**src/logic/asrs_pkg.sv**
```systemverilog
// Constants, field layouts and types of the converter serial readout block.
// Assumes a 10 MHz system clock and a host that clocks the link from outside.
//
// What this block does
// - Results are offset binary, midscale is top bit
// - Code is half scale times input gain ratio plus one
// - Bridge switch closed while powerdown pin high
// - Link is serial clock in, ready/data out
// - Ready line low once new word loaded
// - Word: 20-bit result, four zeros, status byte
// - Ready line returns high after word read
// - Unread word: line high before register update
// - Each conversion read once, register always updated
// - Conversion end resets shifter, loads new word
// - Ready line tristated while powerdown pin low
// - After power-up wait 1 ms, then settle, convert
// - Line high from power-up until first conversion
// - Filter or gain change restarts settling, line high
// - Status shows ready, filter and gain settings
// - Error bit set when input out of range
// - Status carries a fixed two-bit identity code
// - Transfer check pattern is 01
// - Filter pin low 16.7 Hz, high 10 Hz
// - Settling 300 ms or 120 ms by filter
// - Gain pin low gain 128, high gain 1

package asrs_pkg;

   // Timing figures in their own units
   localparam int unsigned CLK_HZ = 10_000_000;
   localparam int unsigned STARTUP_US = 1000;
   localparam int unsigned CONV10_MS = 100;
   localparam int unsigned CONV16_MS = 60;
   localparam int unsigned SETTLE10_MS = 300;
   localparam int unsigned SETTLE16_MS = 120;
   localparam int unsigned BLANK_US = 100;
   localparam int unsigned PWRDN_MIN_NS = 100;

   localparam int CNT_W = 24;
   localparam logic [CNT_W-1:0] STARTUP_CYC = CNT_W'(STARTUP_US * (CLK_HZ / 1_000_000));
   localparam logic [CNT_W-1:0] CONV10_CYC = CNT_W'(CONV10_MS * (CLK_HZ / 1000));
   localparam logic [CNT_W-1:0] CONV16_CYC = CNT_W'(CONV16_MS * (CLK_HZ / 1000));
   localparam logic [CNT_W-1:0] SETTLE10_CYC = CNT_W'(SETTLE10_MS * (CLK_HZ / 1000));
   localparam logic [CNT_W-1:0] SETTLE16_CYC = CNT_W'(SETTLE16_MS * (CLK_HZ / 1000));
   localparam logic [CNT_W-1:0] BLANK_CYC = CNT_W'(BLANK_US * (CLK_HZ / 1_000_000));

   // Conversion arithmetic
   localparam int CODE_W = 20;
   localparam int AIN_W = 24;
   localparam int GAIN1_SHIFT = 4;
   localparam int GAIN128_SHIFT = 3;
   localparam logic signed [31:0] CODE_MID = 32'sh0008_0000;
   localparam logic signed [31:0] CODE_MAX = 32'sh000f_ffff;
   localparam logic [CODE_W-1:0] CODE_ZERO = 20'h0_0000;
   localparam logic [CODE_W-1:0] CODE_ONES = 20'hf_ffff;

   // Output word
   localparam logic [5:0] WORD_BITS = 6'h20;
   localparam logic [4:0] WORD_MSB = 5'h1f;
   localparam logic [1:0] CHECK_PATTERN = 2'h1;
   localparam logic [3:0] PAD_ZERO = 4'h0;

   // Register map, byte addresses
   localparam int ADR_W = 8;
   localparam logic [ADR_W-1:0] REG_AIN = 8'h00;
   localparam logic [ADR_W-1:0] REG_STATUS = 8'h04;
   localparam logic [ADR_W-1:0] REG_WORD = 8'h08;
   localparam logic [ADR_W-1:0] REG_COUNT = 8'h0c;

   // Status register fields
   localparam int ST_AVAIL = 0;
   localparam int ST_BRIDGE = 1;
   localparam int ST_DRIVE = 2;
   localparam int ST_RUN = 3;
   localparam int ST_SETTLE = 4;
   localparam int ST_FILT = 5;
   localparam int ST_GAIN = 6;
   localparam int ST_ERR = 7;

   typedef struct packed {
      logic ready_n;
      logic filter;
      logic err;
      logic [1:0] identity_bits;
      logic gain;
      logic [1:0] transfer_check_pattern;
   } asrs_status_t;

   typedef struct packed {
      logic [CODE_W-1:0] code;
      logic [3:0] pad;
      asrs_status_t status;
   } asrs_word_t;

   typedef enum logic [1:0] {
      PH_OFF,
      PH_START,
      PH_SETTLE,
      PH_RUN
   } asrs_phase_t;

endpackage

```
**src/logic/asrs_code.sv**
```systemverilog
// Turns a signed input sample into the offset-binary converter code.
// Assumes the sample is input over reference scaled by two to the 23.
`timescale 1ns/1ns

module asrs_code (
   input wire logic signed [asrs_pkg::AIN_W-1:0] ain,
   input wire logic gain_unity,
   output logic [asrs_pkg::CODE_W-1:0] code,
   output logic over
);

   logic signed [31:0] wide;
   logic signed [31:0] scaled;
   logic signed [31:0] biased;

   assign wide = 32'(ain);
   // Half scale times input times gain, plus half scale
   assign scaled = gain_unity ? (wide >>> asrs_pkg::GAIN1_SHIFT) : (wide <<< asrs_pkg::GAIN128_SHIFT);
   assign biased = scaled + asrs_pkg::CODE_MID;

   always_comb begin
      if (biased < 0) begin
         code = asrs_pkg::CODE_ZERO;
         over = 1'b1;
      end else if (biased > asrs_pkg::CODE_MAX) begin
         code = asrs_pkg::CODE_ONES;
         over = 1'b1;
      end else begin
         code = biased[asrs_pkg::CODE_W-1:0];
         over = 1'b0;
      end
   end

endmodule

```
**src/logic/asrs_top.sv**
```systemverilog
// Converter readout: power sequencing, conversion timing, serial word out.
// Assumes host drives serial_clk and pins asynchronously; Wishbone on clk.
//
// Chosen here: the address map and the Wishbone register port.
`timescale 1ns/1ns

module asrs_top #(
   parameter logic [asrs_pkg::CNT_W-1:0] STARTUP_CYC = asrs_pkg::STARTUP_CYC,
   parameter logic [asrs_pkg::CNT_W-1:0] CONV10_CYC = asrs_pkg::CONV10_CYC,
   parameter logic [asrs_pkg::CNT_W-1:0] CONV16_CYC = asrs_pkg::CONV16_CYC,
   parameter logic [asrs_pkg::CNT_W-1:0] SETTLE10_CYC = asrs_pkg::SETTLE10_CYC,
   parameter logic [asrs_pkg::CNT_W-1:0] SETTLE16_CYC = asrs_pkg::SETTLE16_CYC,
   parameter logic [asrs_pkg::CNT_W-1:0] BLANK_CYC = asrs_pkg::BLANK_CYC,
   parameter logic [1:0] IDENTITY = 2'h2
) (
   input wire logic clk,
   input wire logic sys_rst,
   input wire logic wb_cyc,
   input wire logic wb_stb,
   input wire logic wb_we,
   input wire logic [asrs_pkg::ADR_W-1:0] wb_adr,
   input wire logic [3:0] wb_sel,
   input wire logic [31:0] wb_dat_w,
   output logic [31:0] wb_dat_r,
   output logic wb_ack,
   input wire logic powerdown_reset_n,
   input wire logic filter_sel,
   input wire logic gain_sel,
   input wire logic serial_clk,
   output logic data_out_ready_n,
   output logic data_out_ready_oe,
   output logic bridge_switch
);

   // IDENTITY default is arbitrary

   // Pin synchronisers: stage one feeds stage two only
   logic [3:0] pin_a_r;
   logic [3:0] pin_b_r;
   logic sclk_d_r;
   logic pd_s;
   logic filt_s;
   logic gain_s;
   logic sclk_s;
   logic sclk_rise;
   logic sclk_fall;

   always_ff @(posedge clk) begin
      if (sys_rst) begin
         // Serial clock idles high, so no false edge after reset
         pin_a_r <= 4'h8;
         pin_b_r <= 4'h8;
         sclk_d_r <= 1'b1;
      end else begin
         pin_a_r <= {serial_clk, gain_sel, filter_sel, powerdown_reset_n};
         pin_b_r <= pin_a_r;
         sclk_d_r <= pin_b_r[3];
      end
   end

   assign pd_s = pin_b_r[0];
   assign filt_s = pin_b_r[1];
   assign gain_s = pin_b_r[2];
   assign sclk_s = pin_b_r[3];
   assign sclk_rise = sclk_s && !sclk_d_r;
   assign sclk_fall = !sclk_s && sclk_d_r;

   function automatic logic [asrs_pkg::CNT_W-1:0] settle_of(input logic f10);
      settle_of = f10 ? SETTLE10_CYC : SETTLE16_CYC;
   endfunction

   function automatic logic [asrs_pkg::CNT_W-1:0] period_of(input logic f10);
      period_of = f10 ? CONV10_CYC : CONV16_CYC;
   endfunction

   function automatic logic reg_is(input logic [asrs_pkg::ADR_W-1:0] adr, input logic [asrs_pkg::ADR_W-1:0] off);
      reg_is = (adr == off);
   endfunction

   // Conversion timing
   asrs_pkg::asrs_phase_t phase_r;
   logic [asrs_pkg::CNT_W-1:0] cnt_r;
   logic filt_r;
   logic gain_r;
   logic cfg_chg;
   logic conv_done;
   logic blank;

   assign cfg_chg = (phase_r == asrs_pkg::PH_SETTLE || phase_r == asrs_pkg::PH_RUN) &&
                    (filt_s != filt_r || gain_s != gain_r);
   assign conv_done = (phase_r == asrs_pkg::PH_SETTLE || phase_r == asrs_pkg::PH_RUN) &&
                      !cfg_chg && cnt_r == '0;
   assign blank = phase_r == asrs_pkg::PH_RUN && cnt_r != '0 && cnt_r <= BLANK_CYC;

   always_ff @(posedge clk) begin
      if (sys_rst || !pd_s) begin
         // Power-down resets filter and timing
         phase_r <= asrs_pkg::PH_OFF;
         cnt_r <= '0;
         filt_r <= 1'b0;
         gain_r <= 1'b0;
      end else begin
         case (phase_r)
            asrs_pkg::PH_OFF: begin
               phase_r <= asrs_pkg::PH_START;
               cnt_r <= STARTUP_CYC - 1'b1;
               filt_r <= filt_s;
               gain_r <= gain_s;
            end
            asrs_pkg::PH_START: begin
               filt_r <= filt_s;
               gain_r <= gain_s;
               if (cnt_r == '0) begin
                  phase_r <= asrs_pkg::PH_SETTLE;
                  cnt_r <= settle_of(filt_s) - 1'b1;
               end else begin
                  cnt_r <= cnt_r - 1'b1;
               end
            end
            default: begin
               if (cfg_chg) begin
                  // Restart modulator and filter with new setting
                  phase_r <= asrs_pkg::PH_SETTLE;
                  cnt_r <= settle_of(filt_s) - 1'b1;
                  filt_r <= filt_s;
                  gain_r <= gain_s;
               end else if (cnt_r == '0) begin
                  phase_r <= asrs_pkg::PH_RUN;
                  cnt_r <= period_of(filt_r) - 1'b1;
               end else begin
                  cnt_r <= cnt_r - 1'b1;
               end
            end
         endcase
      end
   end

   // New word from the software-fed input sample
   logic [asrs_pkg::AIN_W-1:0] ain_r;
   logic [asrs_pkg::CODE_W-1:0] code_c;
   logic over_c;
   asrs_pkg::asrs_word_t new_word;

   asrs_code u_code (
      .ain(ain_r),
      .gain_unity(gain_r),
      .code(code_c),
      .over(over_c)
   );

   always_comb begin
      new_word.code = code_c;
      new_word.pad = asrs_pkg::PAD_ZERO;
      new_word.status.ready_n = 1'b0;
      new_word.status.filter = filt_r;
      new_word.status.err = over_c;
      new_word.status.identity_bits = IDENTITY;
      new_word.status.gain = gain_r;
      new_word.status.transfer_check_pattern = asrs_pkg::CHECK_PATTERN;
   end

   // Serial readout
   asrs_pkg::asrs_word_t word_r;
   logic avail_r;
   logic [5:0] bit_cnt_r;
   logic [4:0] bit_idx;
   logic [15:0] conv_cnt_r;

   assign bit_idx = asrs_pkg::WORD_MSB - bit_cnt_r[4:0];

   always_ff @(posedge clk) begin
      if (sys_rst || !pd_s) begin
         word_r <= '0;
         avail_r <= 1'b0;
         bit_cnt_r <= '0;
         data_out_ready_n <= 1'b1;
         data_out_ready_oe <= 1'b0;
         bridge_switch <= 1'b0;
      end else begin
         data_out_ready_oe <= 1'b1;
         bridge_switch <= 1'b1;
         if (conv_done) begin
            // Any partial shift is dropped
            word_r <= new_word;
            avail_r <= 1'b1;
            bit_cnt_r <= '0;
            data_out_ready_n <= 1'b0;
         end else if (phase_r == asrs_pkg::PH_OFF || phase_r == asrs_pkg::PH_START || cfg_chg) begin
            avail_r <= 1'b0;
            bit_cnt_r <= '0;
            data_out_ready_n <= 1'b1;
         end else if (blank && avail_r) begin
            avail_r <= 1'b0;
            bit_cnt_r <= '0;
            data_out_ready_n <= 1'b1;
         end else if (avail_r && sclk_fall && bit_cnt_r != asrs_pkg::WORD_BITS) begin
            data_out_ready_n <= word_r[bit_idx];
            bit_cnt_r <= bit_cnt_r + 1'b1;
         end else if (avail_r && sclk_rise && bit_cnt_r == asrs_pkg::WORD_BITS) begin
            // Last bit sampled: word consumed
            avail_r <= 1'b0;
            data_out_ready_n <= 1'b1;
         end
      end
   end

   always_ff @(posedge clk) begin
      if (sys_rst) begin
         conv_cnt_r <= 16'h0000;
      end else if (conv_done) begin
         conv_cnt_r <= conv_cnt_r + 1'b1;
      end
   end

   // Wishbone slave, one wait state
   logic wb_hit;
   logic [31:0] rd_c;

   assign wb_hit = wb_cyc && wb_stb && !wb_ack;

   always_comb begin
      rd_c = 32'h0000_0000;
      if (reg_is(wb_adr, asrs_pkg::REG_AIN)) begin
         rd_c = {{(32 - asrs_pkg::AIN_W){1'b0}}, ain_r};
      end else if (reg_is(wb_adr, asrs_pkg::REG_STATUS)) begin
         rd_c[asrs_pkg::ST_AVAIL] = avail_r;
         rd_c[asrs_pkg::ST_BRIDGE] = bridge_switch;
         rd_c[asrs_pkg::ST_DRIVE] = data_out_ready_oe;
         rd_c[asrs_pkg::ST_RUN] = phase_r == asrs_pkg::PH_RUN;
         rd_c[asrs_pkg::ST_SETTLE] = phase_r == asrs_pkg::PH_SETTLE;
         rd_c[asrs_pkg::ST_FILT] = filt_r;
         rd_c[asrs_pkg::ST_GAIN] = gain_r;
         rd_c[asrs_pkg::ST_ERR] = word_r.status.err;
      end else if (reg_is(wb_adr, asrs_pkg::REG_WORD)) begin
         rd_c = word_r;
      end else if (reg_is(wb_adr, asrs_pkg::REG_COUNT)) begin
         rd_c = {16'h0000, conv_cnt_r};
      end
   end

   always_ff @(posedge clk) begin
      if (sys_rst) begin
         wb_ack <= 1'b0;
         wb_dat_r <= 32'h0000_0000;
         ain_r <= '0;
      end else begin
         wb_ack <= wb_hit;
         if (wb_hit && !wb_we) begin
            wb_dat_r <= rd_c;
         end
         if (wb_hit && wb_we && reg_is(wb_adr, asrs_pkg::REG_AIN)) begin
            for (int b = 0; b < 3; b++) begin
               if (wb_sel[b]) begin
                  ain_r[b*8 +: 8] <= wb_dat_w[b*8 +: 8];
               end
            end
         end
      end
   end

   // Checks
   a_pd_float:
   assert property (@(posedge clk) disable iff (sys_rst)
      !pd_s |=> !data_out_ready_oe && !bridge_switch)
      else $error("line driven or bridge closed in power-down");

   a_bridge_close:
   assert property (@(posedge clk) disable iff (sys_rst)
      pd_s && $past(pd_s) |=> bridge_switch)
      else $error("bridge open while powered");

   a_powerup_high:
   assert property (@(posedge clk) disable iff (sys_rst)
      $rose(pd_s) |=> data_out_ready_oe && data_out_ready_n && !avail_r)
      else $error("line not high after power-up");

   a_startup_count:
   assert property (@(posedge clk) disable iff (sys_rst)
      phase_r == asrs_pkg::PH_START && cnt_r != '0 && pd_s
      |=> phase_r == asrs_pkg::PH_START && cnt_r == $past(cnt_r) - 1'b1)
      else $error("startup wait not counted");

   a_settle_load:
   assert property (@(posedge clk) disable iff (sys_rst)
      phase_r == asrs_pkg::PH_START && cnt_r == '0 && pd_s
      |=> phase_r == asrs_pkg::PH_SETTLE && cnt_r == settle_of($past(filt_s)) - 1'b1)
      else $error("settling time wrong");

   a_cfg_restart:
   assert property (@(posedge clk) disable iff (sys_rst)
      cfg_chg && pd_s |=> phase_r == asrs_pkg::PH_SETTLE && data_out_ready_n && !avail_r)
      else $error("setting change did not restart");

   a_ready_low:
   assert property (@(posedge clk) disable iff (sys_rst)
      conv_done && pd_s |=> !data_out_ready_n && avail_r && bit_cnt_r == '0)
      else $error("ready not shown after conversion");

   a_word_layout:
   assert property (@(posedge clk) disable iff (sys_rst)
      conv_done && pd_s |=> word_r.pad == asrs_pkg::PAD_ZERO && word_r.code == $past(code_c))
      else $error("word layout wrong");

   a_status_bits:
   assert property (@(posedge clk) disable iff (sys_rst)
      conv_done && pd_s |=> !word_r.status.ready_n && word_r.status.filter == filt_r
                            && word_r.status.gain == gain_r)
      else $error("status bits wrong");

   a_check_pattern:
   assert property (@(posedge clk) disable iff (sys_rst)
      conv_done && pd_s |=> word_r.status.transfer_check_pattern == asrs_pkg::CHECK_PATTERN
                            && word_r.status.identity_bits == IDENTITY)
      else $error("pattern or identity wrong");

   a_shift_msb:
   assert property (@(posedge clk) disable iff (sys_rst)
      pd_s && !conv_done && !blank && !cfg_chg && avail_r && sclk_fall && bit_cnt_r == '0
      && phase_r == asrs_pkg::PH_RUN |=> data_out_ready_n == word_r[asrs_pkg::WORD_MSB])
      else $error("first bit not MSB");

   a_read_once:
   assert property (@(posedge clk) disable iff (sys_rst)
      pd_s && !conv_done && !blank && !cfg_chg && avail_r && sclk_rise
      && bit_cnt_r == asrs_pkg::WORD_BITS && phase_r == asrs_pkg::PH_RUN
      |=> data_out_ready_n && !avail_r)
      else $error("line not released after read");

   a_blank_high:
   assert property (@(posedge clk) disable iff (sys_rst)
      pd_s && blank && !cfg_chg |=> data_out_ready_n && !avail_r)
      else $error("line low in update window");

endmodule

```
**config.mk**
```make
export PLATFORM = sky130hd
export DESIGN_NAME = asrs_top
export DESIGN_NICKNAME = d
export VERILOG_FILES = /design/src/logic/asrs_pkg.sv /design/src/logic/asrs_code.sv /design/src/logic/asrs_top.sv
export SDC_FILE = /design/constraint.sdc
export NUM_CORES = 1
export LEC_CHECK = 0
export ABC_AREA = 1
export ABC_CLOCK_PERIOD_IN_PS = 2000
export BUFFER_PORTS_ARGS = -buffer_cell sky130_fd_sc_hd__buf_2
export CAP_MARGIN = 20
export CORE_MARGIN = 3
export CORE_UTILIZATION = 44
export CTS_CLUSTER_SIZE = 30
export DETAILED_ROUTE_END_ITERATION = 8
export MAX_ROUTING_LAYER = met4
export PLACE_DENSITY = 0.69
export SYNTH_ARGS = -nofsm -noshare
export SYNTH_HDL_FRONTEND = slang
export SYNTH_HIERARCHICAL = 1
export SYNTH_SLANG_ARGS = --single-unit
```
**constraint.sdc**
```tcl
create_clock -name clk -period 2 [get_ports clk]
set_clock_uncertainty 0.05 [all_clocks]
set_input_delay 0.3 -clock clk [delete_from_list [all_inputs] [get_ports clk]]
set_output_delay 0.3 -clock clk [all_outputs]
set_load 0.01 [all_outputs]
```
# After elaboration in Yosys (flattened, before gate mapping)
# Index checks and enable logic that the tools add are counted.
[totals] reg_bits=143 latchBits=0 ram_bits=0 romBits=0 in_bits=53 output_inout_bits=36 wordCells=125 n_memories=0
[classes] n_addsub=7 mul=0 div_mod_pow=0 magnitude_cmp=4 n_eq_ne=12 shifts=0 muxes=37 bitwise=0 reduce_logical=43
[op_table] operator="two-way mux 24 bit" n=4
[op_table] operator="two-way mux 32 bit" n=2
[op_table] operator="case mux 24 bit (2 select lines)" n=1
[op_table] operator="two-way mux 20 bit" n=2
[op_table] operator="greater-than comparator 32 x 21 -> 1 bit, second input constant" n=1
[op_table] operator="less-than comparator 32 x 1 -> 1 bit, second input constant" n=1
[op_table] operator="adder 27 x 21 -> 28 bit, second input constant" n=1
[op_table] operator="two-way mux 26 bit" n=1
[op_table] operator="less-or-equal comparator 24 x 10 -> 1 bit, second input constant" n=1
[op_table] operator="zero test 24 bit" n=1
[op_table] operator="nonzero test 24 bit" n=1
[op_table] operator="subtractor 24 x 1 -> 24 bit, second input constant" n=1
[op_table] operator="subtractor 22 x 1 -> 23 bit, second input constant" n=1
[op_table] operator="two-way mux 22 bit" n=1
[op_table] operator="subtractor 20 x 1 -> 21 bit, second input constant" n=1
[op_table] operator="two-way mux 19 bit" n=1
[op_table] operator="two-way mux 1 bit" n=18
[op_table] operator="logical AND 1 bit" n=17
[op_table] operator="adder 16 x 1 -> 16 bit, second input constant" n=1
[op_table] operator="equality test 8 x 4 -> 1 bit, second input constant" n=2
[op_table] operator="two-way mux 16 bit" n=1
[op_table] operator="AND reduction 2 bit" n=5
[op_table] operator="equality test 8 x 3 -> 1 bit, second input constant" n=1
[op_table] operator="zero test 8 bit" n=1
[op_table] operator="other kinds (23)" n=36

# Depth between registers and ports, before layout
# Gate-level depths: netlist of the first run.
[logic_depth] ltp_word=9 depth_mapped=18 ltp_nobuf=15

# By module
# Netlist of the first run, hierarchy kept.
[modules_own_cells] module="asrs_top" n_inst=1 cells_per_inst=973 area_each_um2=6780.3 seq_area_each_um2=2862.7
[modules_own_cells] module="asrs_code" n_inst=1 cells_per_inst=174 area_each_um2=807.0 seq_area_each_um2=0.0

# Worst setup path after synthesis of the first run
# No wires, ideal clock.
[synth_path] kind="flip-flop to flip-flop" start="register gain_r" end="register word_r[18] in the netlist's numbering" t_arrival_ns=1.902 t_required_ns=1.831 setup_slack_ns=-0.071 stages_incl_launch_ff=19 n_path_buf=3 synth_period_minus_slack_ns=2.071 cell_sequence="dfxtp_1 -> buf_6 -> inv_4 -> buf_8 -> nand2_1 -> nand2_2 -> ha_1 -> inv_1 -> nand2_1 -> nand4_1 -> nand2_1 -> nand2_1 -> nand2_1 -> nand3_2 -> buf_6 -> nor2_1 -> nor2_1 -> o21ai_0 -> a21oi_1"
[synth_between] word_cells_on_any_way=12 classes_between="1 x add/sub; 2 x order compare; 1 x eq/ne; 3 x mux; 5 x reduce/logical"
[synth_rtl] element="from (decl)" line_no="asrs_top.sv:84" rtl="logic gain_r;"
[synth_rtl] element="from (signal assigned)" line_no="asrs_top.sv:108" rtl="gain_r <= gain_s;"
[synth_rtl] element="from (signal assigned)" line_no="asrs_top.sv:112" rtl="gain_r <= gain_s;"
[synth_rtl] element="from (signal assigned)" line_no="asrs_top.sv:126" rtl="gain_r <= gain_s;"
[synth_rtl] element="two-way mux 26 bit (*)" line_no="asrs_code.sv:18" rtl="assign scaled = gain_unity ? (wide >>> asrs_pkg::GAIN1_SHIFT) : (wide <<< asrs_pkg::GAIN128_SHIFT);"
[synth_rtl] element="adder 27 x 21 -> 28 bit (*)" line_no="asrs_code.sv:19" rtl="assign biased = scaled + asrs_pkg::CODE_MID;"
[synth_rtl] element="greater-than comparator 32 x 21 -> 1 bit" line_no="asrs_code.sv:25" rtl="end else if (biased > asrs_pkg::CODE_MAX) begin"
[synth_rtl] element="two-way mux 20 bit" line_no="asrs_code.sv:25"
[synth_rtl] element="two-way mux 20 bit (*)" line_no="asrs_code.sv:22" rtl="if (biased < 0) begin"
[synth_rtl] element="named net code_c, one bit" line_no="asrs_top.sv:140" rtl="logic [asrs_pkg::CODE_W-1:0] code_c;"
[synth_rtl] element="to (signal assigned)" line_no="asrs_top.sv:184" rtl="word_r <= new_word;"
[synth_rtl] element="to (decl)" line_no="asrs_top.sv:163" rtl="asrs_pkg::asrs_word_t word_r;"
# Mark *: on every way through the listed nets, which the timed path passes. The rest lies on a longest branch.
# A chain may end at the register's enable or synchronous reset.

# Final worst setup path of the first run
[layout_path] start="register gain_r" end="register word_r[20] in the netlist's numbering"
# The elaborated chain is that of the path after synthesis.

==> results by group, run 1 <==
Status
  • Outcome: finished clean

Placed design
  • Port Buffer Count: 79
  • DP Worst Slack: 0.005941 ns
  • Placer Congestion: around 0.92
  • HPWL Detailed: ~15000 um

Pwr
  • Overall power: roughly 6.7 mW
  • Max VDD drop: 0.0005740 V
  • Pwr dens: 738.7 mW/mm2
  • Leakage Power: slightly above 4 nW

STA
  • Final setup violation count: 0
  • Hold_ws: 0.01906 ns
  • Hold Vio Cnt, Final: 0
  • Period utilisation layout: 92.36%
  • Tmin final: ~1.8 ns
  • Max transition margin: between 50% and 60%
  • Setup slack after layout: 0.1529 ns
  • Slew Viols, Final: 0
  • RSZ-0062 raised after global routing: true
  • Fmax: 0.5414 GHz
  • Setup TNS: 0 ns
  • Worst Tran Pin Value: approximately 0.60 ns

Worst hold path
  • Hold Crit Class: input port to flip-flop
  • Worst hold start: powerdown_reset_n

Die
  • Die area: ~0.019 mm2
  • Initial Utilization: 45.43%
  • Core area: between 0.015 and 0.02 mm2
  • Chip width: between 100 and 150 um
  • # IOs: 89
  • Die H: 137.3 um
  • Std-Cell Rows: 47

Synthesis
  • Post-synth EDFFs: 0
  • Top FF cell, synth: dfxtp_1
  • Post-synthesis average cell area: approximately 6.6 um2
  • Share of flip-flops with an asynchronous set or reset: 0%
  • Yosys cell types: 41
  • Seq/Total Area, Yosys: 37.73%
  • Cells after Synth: ~1100
  • Flops & latches, synth: 143
  • Yosys warns: 6
  • Post-Syn Area: roughly 0.0076 mm2
  • Mapped Nets: 1206

Critical path
  • Required @ worst endpoint: between 2 and 2.5 ns
  • Most frequent CP cell: nand2_1
  • CP Launch Point: gain_r$_SDFFE_PN0P_
  • Crit path DAT: 2.12 ns
  • R2r startpoint: gain_r$_SDFFE_PN0P_
  • WS Path Type: flip-flop to flip-flop
  • Worst-path cell chain: nand2_2, nand2_2, ha_4, inv_1, nand2_1, nand4_1, nand2_1, nand2_1, nand2_1, nand3_2, buf_12, nor2_1, nor2_1, o21ai_0, a21oi_1
  • Startpoint Class: flip-flop
  • Slowest Stage Delay on Critical Path: 0.39 ns
  • Worst Path Max Fanout: 20
  • Crit. End Element: flip-flop
  • Max stage delay cell, worst path: dfxtp_4

Route
  • Wire length per cell: 14.00 um
  • Vias/cell: 5.135
  • ANT nets after route: 0
  • WL final: 20750 um
  • Drc violations: 0
  • Via count: 7610
  • Drt first-iter violations: between 500 and 600
  • 1st-pass router iterations: 6

CTS
  • Clock sink total: 143
  • H-tree levels: 4
  • Worst skew pair latency: 0.43 ns
  • CTS Hold Buffers Added: 0
  • Bufs on Longest Clock Path: 2
  • Worst-path clk slew: approximately 0.06 ns
  • CTS Root Cell: clkbuf_16
  • CTS tree: built
  • CTS buffer count: 17

Layout
  • Final #Nets: between 1000 and 1500
  • Sequential standard cell area: 0.002867 mm2
  • Layout area overhead: 19.26%
  • N_diodes: 0
  • Layout cells sized above 1: ~18%
  • FILL cells: 1663
  • Multi-input gate area: 0.003988 mm2

Global routing
  • Vias in the first global route: 7100
  • First-pass GRT wire length: 34120 um
  • Gr usage total: around a quarter
  • Pin count of the biggest net entering global routing: 54
  • Total global routing overflow: 0
  • Initial antenna violation count: 0

Run
  • Max cap viols: 0
## repair_timing
action | in CTS | in global routing
setup buffers | 0 | 3
setup endpoints to repair | 9 | 23
cloned | 0 | 0
pin swaps | 0 | 8
gates resized for setup | 1 | 6
## logic make-up after synthesis
logic type | Yosys count | synth area share [%]
compound gates | 193 | 13.92
xor+xnor | 30 | 3.463
fa+ha+maj | 6 | 0.9894
buf+inv | 175 | 10.14
flops | 143 | 37.73
simple gates | 600 | 33.76
## cells in the mapped netlist (3+ instances only)
master,count,area [um2]
a21oi_1,88,440.4
a31oi_1,8,50.05
buf_2,12,60.06
buf_4,3,22.52
buf_6,9,101.4
clkbuf_1,19,71.32
dfxtp_1,143,2863
ha_1,6,75.07
inv_1,116,435.4
inv_2,9,33.78
nand2_1,293,1100
nand2_2,19,118.9
nand3_1,79,395.4
nand4_1,15,93.84
nor2_1,157,589.3
nor2_2,10,62.56
nor2_4,4,45.04
nor3_1,12,60.06
o211ai_1,16,120.1
o21ai_0,52,260.3
o21ai_1,17,85.08
o21bai_1,3,22.52
or2_2,3,18.77
xnor2_1,7,61.31
xor2_1,23,201.4
## state kept, by name, indices dropped and copies added, names as in the netlist, 2 cells and up
| register | cells |
|---|---|
| phase_r | 2 |
| bit_cnt_r | 6 |
| pin_b_r | 4 |
| cnt_r | 24 |
| ain_r | 24 |
| wb_dat_r | 32 |
| word_r | 24 |
| conv_cnt_r | 16 |
| pin_a_r | 4 |
## cell type report
type,count,share of cell area (%)
tap,220,3.042
sequential,143,31.68
timing repair buffer,129,8.933
clock buffer,19,4.895
inverter,129,5.434
clock inverter,13,1.950
multi-input combinational,829,44.07
## path summary, 6_finish.rpt
check / cells past startpoint / end / slack (ns)
worst min-delay path: 3 / pin_a_r[0]$_SDFF_PP0_ / 0.02
worst max register to register: 15 / word_r[20]$_SDFFE_PN0P_ / 0.15
worst min register to register: 2 / pin_b_r[0]$_SDFF_PP0_ / 0.35
worst max-delay path: 15 / word_r[20]$_SDFFE_PN0P_ / 0.15
## layout by cell type, fill, tap and decap left out, drive strengths merged
cell type / instances
a211oi: 3
a21boi: 2
a21oi: 88
a31oi: 8
a41oi: 2
and2: 1
buf: 129
bufinv: 3
clkbuf: 19
clkinv: 4
clkinvlp: 3
dfxtp: 143
ha: 6
inv: 132
nand2: 314
nand3: 81
nand4: 15
nor2: 171
nor3: 13
nor3b: 1
nor4: 1
o211ai: 16
o21ai: 69
o21bai: 3
o22ai: 2
or2: 3
xnor2: 7
xor2: 23
## per-stage QoR
step / instance area (um2) / util, % / std cells
2_1_floorplan: 7600 / - / 1147
4_1_cts: 9009 / 53.94 / 1479
3_5_place_dp: 8388 / 50.22 / 1447
3_3_place_gp: 8388 / 50.22 / 1447
5_1_grt: 9049 / 54.18 / 1482
6_report: 9049 / 54.18 / 1482
## worst max-delay path, delay by kind of cell, from the launching register on
kind / cells / cell delay (ns)
flops: 1 / 0.39
buf+inv: 2 / 0.22
compound gates: 2 / 0.20
simple gates: 10 / 0.71
fa+ha+maj: 1 / 0.15
## report_power, final
group | switching, mW | internal [mW]
clock network | 1.32 | 2.02
logic | 0.264 | 0.163
registers | 0.0256 | 2.89
## metal layers
layer / up-vias / track usage, % / part of all wire, %
met5: - / - / 0
met4: 0 / 7.761 / 2.4
met3: 44 / 5.113 / 5.8
met2: 212 / 36.32 / 46
met1: 3491 / 30.12 / 46
li1: 3863 / - / -
Note: power is estimated with default switching activity, not from simulation.
==> inputs of run 2 (changes only) <==
CORE_ASPECT_RATIO = 0.6   (was not set)
==> run 2 against run 1 <==
Maximum frequency decreased by 2.3%. Critical path depth is the same. Largest cell class unchanged. Sequential share of layout area fell by 0.16 points. Combinational power increased by 6.1%. Global-route usage grew 1.8 points. Via count rose by 1.9%. Critical path type unchanged. First-iteration DRC count increased by 60%. Setup slack got worse by 0.043 ns. Clock power is 6.9% lower. Utilization rose by 0.64 points.
==> results by group, run 2 (synthesis gave the netlist of run 1 again) <==
Status
  • Outcome: finished clean

Die
  • Die H: 107.7 um
  • Core area: 0.01658 mm2
  • # IOs: a little under 90
  • Std-Cell Rows: 36
  • Chip width: approximately 180 um
  • Initial Utilization: 45.77%
  • Die area: 0.01891 mm2

STA
  • Worst Tran Pin Value: slightly above 0.6 ns
  • Max transition margin: 59.60%
  • Period utilisation layout: 94.49%
  • Hold Vio Cnt, Final: 0
  • Slew Viols, Final: 0
  • Tmin final: roughly 1.9 ns
  • RSZ-0062 raised after global routing: false
  • Final setup violation count: 0
  • Fmax: between 0.5 and 0.6 GHz
  • Setup TNS: 0 ns
  • Hold_ws: 0.02580 ns

CTS
  • CTS Root Cell: clkbuf_16
  • CTS tree: built
  • H-tree levels: 4
  • Worst-path clk slew: 0.07 ns
  • Bufs on Longest Clock Path: 2
  • CTS buffer count: 17
  • Worst skew pair latency: 0.42 ns
  • Setup bufs post-CTS: 0
  • Clock sink total: roughly 140

Route
  • Vias/cell: 5.201
  • Drc violations: 0
  • Drt first-iter violations: 879
  • 1st-pass router iterations: 5
  • Wire length per cell: roughly 15 um
  • Via count: a little under 8000
  • WL final: about 23000 um
  • ANT nets after route: 0

Critical path
  • Worst-path cell chain: nand2_2, nand2_2, ha_4, inv_1, nand2_1, nand4_1, nand2_1, nand2_1, nand2_1, nand3_2, buf_12, nor2_1, nor2_1, o21ai_1, a21oi_1
  • Crit path DAT: 2.15 ns
  • Required @ worst endpoint: 2.26 ns
  • Startpoint Class: flip-flop
  • Most frequent CP cell: nand2_1
  • Crit. End Element: flip-flop
  • Slowest Stage Delay on Critical Path: 0.37 ns
  • Max stage delay cell, worst path: dfxtp_2
  • Family with the most delay on the worst path: simple AND/OR/NAND/NOR gates
  • WS Path Type: flip-flop to flip-flop
  • Worst Path Max Fanout: 20
  • Bufs and invs on worst path: 2

Pwr
  • Leakage Power: 4.083 nW
  • Max VDD drop: 0.0005292 V
  • Pwr dens: 714.2 mW/mm2

Layout
  • Final #Nets: 1309
  • Most frequent cells in the layout: 293 x nand2_1, 156 x nor2_1, 142 x dfxtp_1
  • Core Util, Final: about 55%
  • Layout cells sized above 1: 17.58%
  • Layout area overhead: 19.76%
  • N_diodes: 0
  • Max reg flops: 32
  • Most flop-heavy register: wb_dat_r
  • Commonest non-fill, non-tap cell in the layout: nand2_1

Global routing
  • Gr usage total: 25.08%
  • First-pass GRT wire length: 36700 um
  • Pin count of the biggest net entering global routing: between 50 and 60
  • Initial antenna violation count: 0
  • Vias in the first global route: 6948
  • Total global routing overflow: 0

Placed design
  • Placer Congestion: 0.9538
  • Port Buffer Count: between 70 and 80
  • HPWL Detailed: between 15000 and 20000 um

Run
  • Max cap viols: 0

Worst hold path
  • Hold Crit Class: input port to flip-flop
==> run 2: worst min-delay path, delay by kind of cell <==
| kind | cells | cell delay, ns |
|---|---|---|
| buf+inv | 2 | 0.10 |
| simple gates | 1 | 0.06 |
==> run 2: final cells by class <==
type,count,area (um2)
Clock buffer,17,425.4
Clock inverter,15,165.2
Fill cell,1687,7490
Inverter,129,491.7
Multi-Input combinational cell,829,4001
Sequential cell,143,2864
Tap cell,228,285.3
Timing Repair Buffer,130,853.3
==> run 2: per-layer routing <==
metal | up-vias | share of wire, % | global-route usage (%)
li1 | 3894 | - | -
met1 | 3544 | 53 | 39.60
met2 | 302 | 37 | 32.19
met3 | 14 | 9.5 | 5.180
met4 | 0 | 0.72 | 4.630
met5 | - | 0 | -
==> run 2: final timing paths <==
check	from	end	slack [ns]	depth (start not counted)
setup / recovery	gain_r$_SDFFE_PN0P_	word_r[25]$_SDFFE_PN0P_	0.11	15
hold / removal	filter_sel	pin_a_r[1]$_SDFF_PP0_	0.03	3
setup reg to reg	gain_r$_SDFFE_PN0P_	word_r[25]$_SDFFE_PN0P_	0.11	15
hold reg to reg	pin_a_r[0]$_SDFF_PP0_	pin_b_r[0]$_SDFF_PP0_	0.36	2
==> run 2: per-stage QoR <==
step	std cells	total power [mW]	setup WS, ns	area, um2
finish	1491	6.490	0.1103	9086
global route	1491	6.722	0.001914	9086
CTS	1491	6.525	0.07721	9056
detailed placement	1459	3.412	0.1006	8466
global placement	1459	3.408	0.1437	8466
floorplan	1147	3.247	0.02174	7600
==> run 2: repair_timing <==
| action | CTS | global route |
|---|---|---|
| hold buffers | 0 | 0 |
| resized for setup | 0 | 7 |
| setup endpoints to repair | 0 | 28 |
==> run 2: report_power, final <==
part	internal [mW]	switching [mW]	total, mW
Combinational	0.169	0.284	0.453
Clock	1.67	1.45	3.12
Sequential	2.89	0.0292	2.91
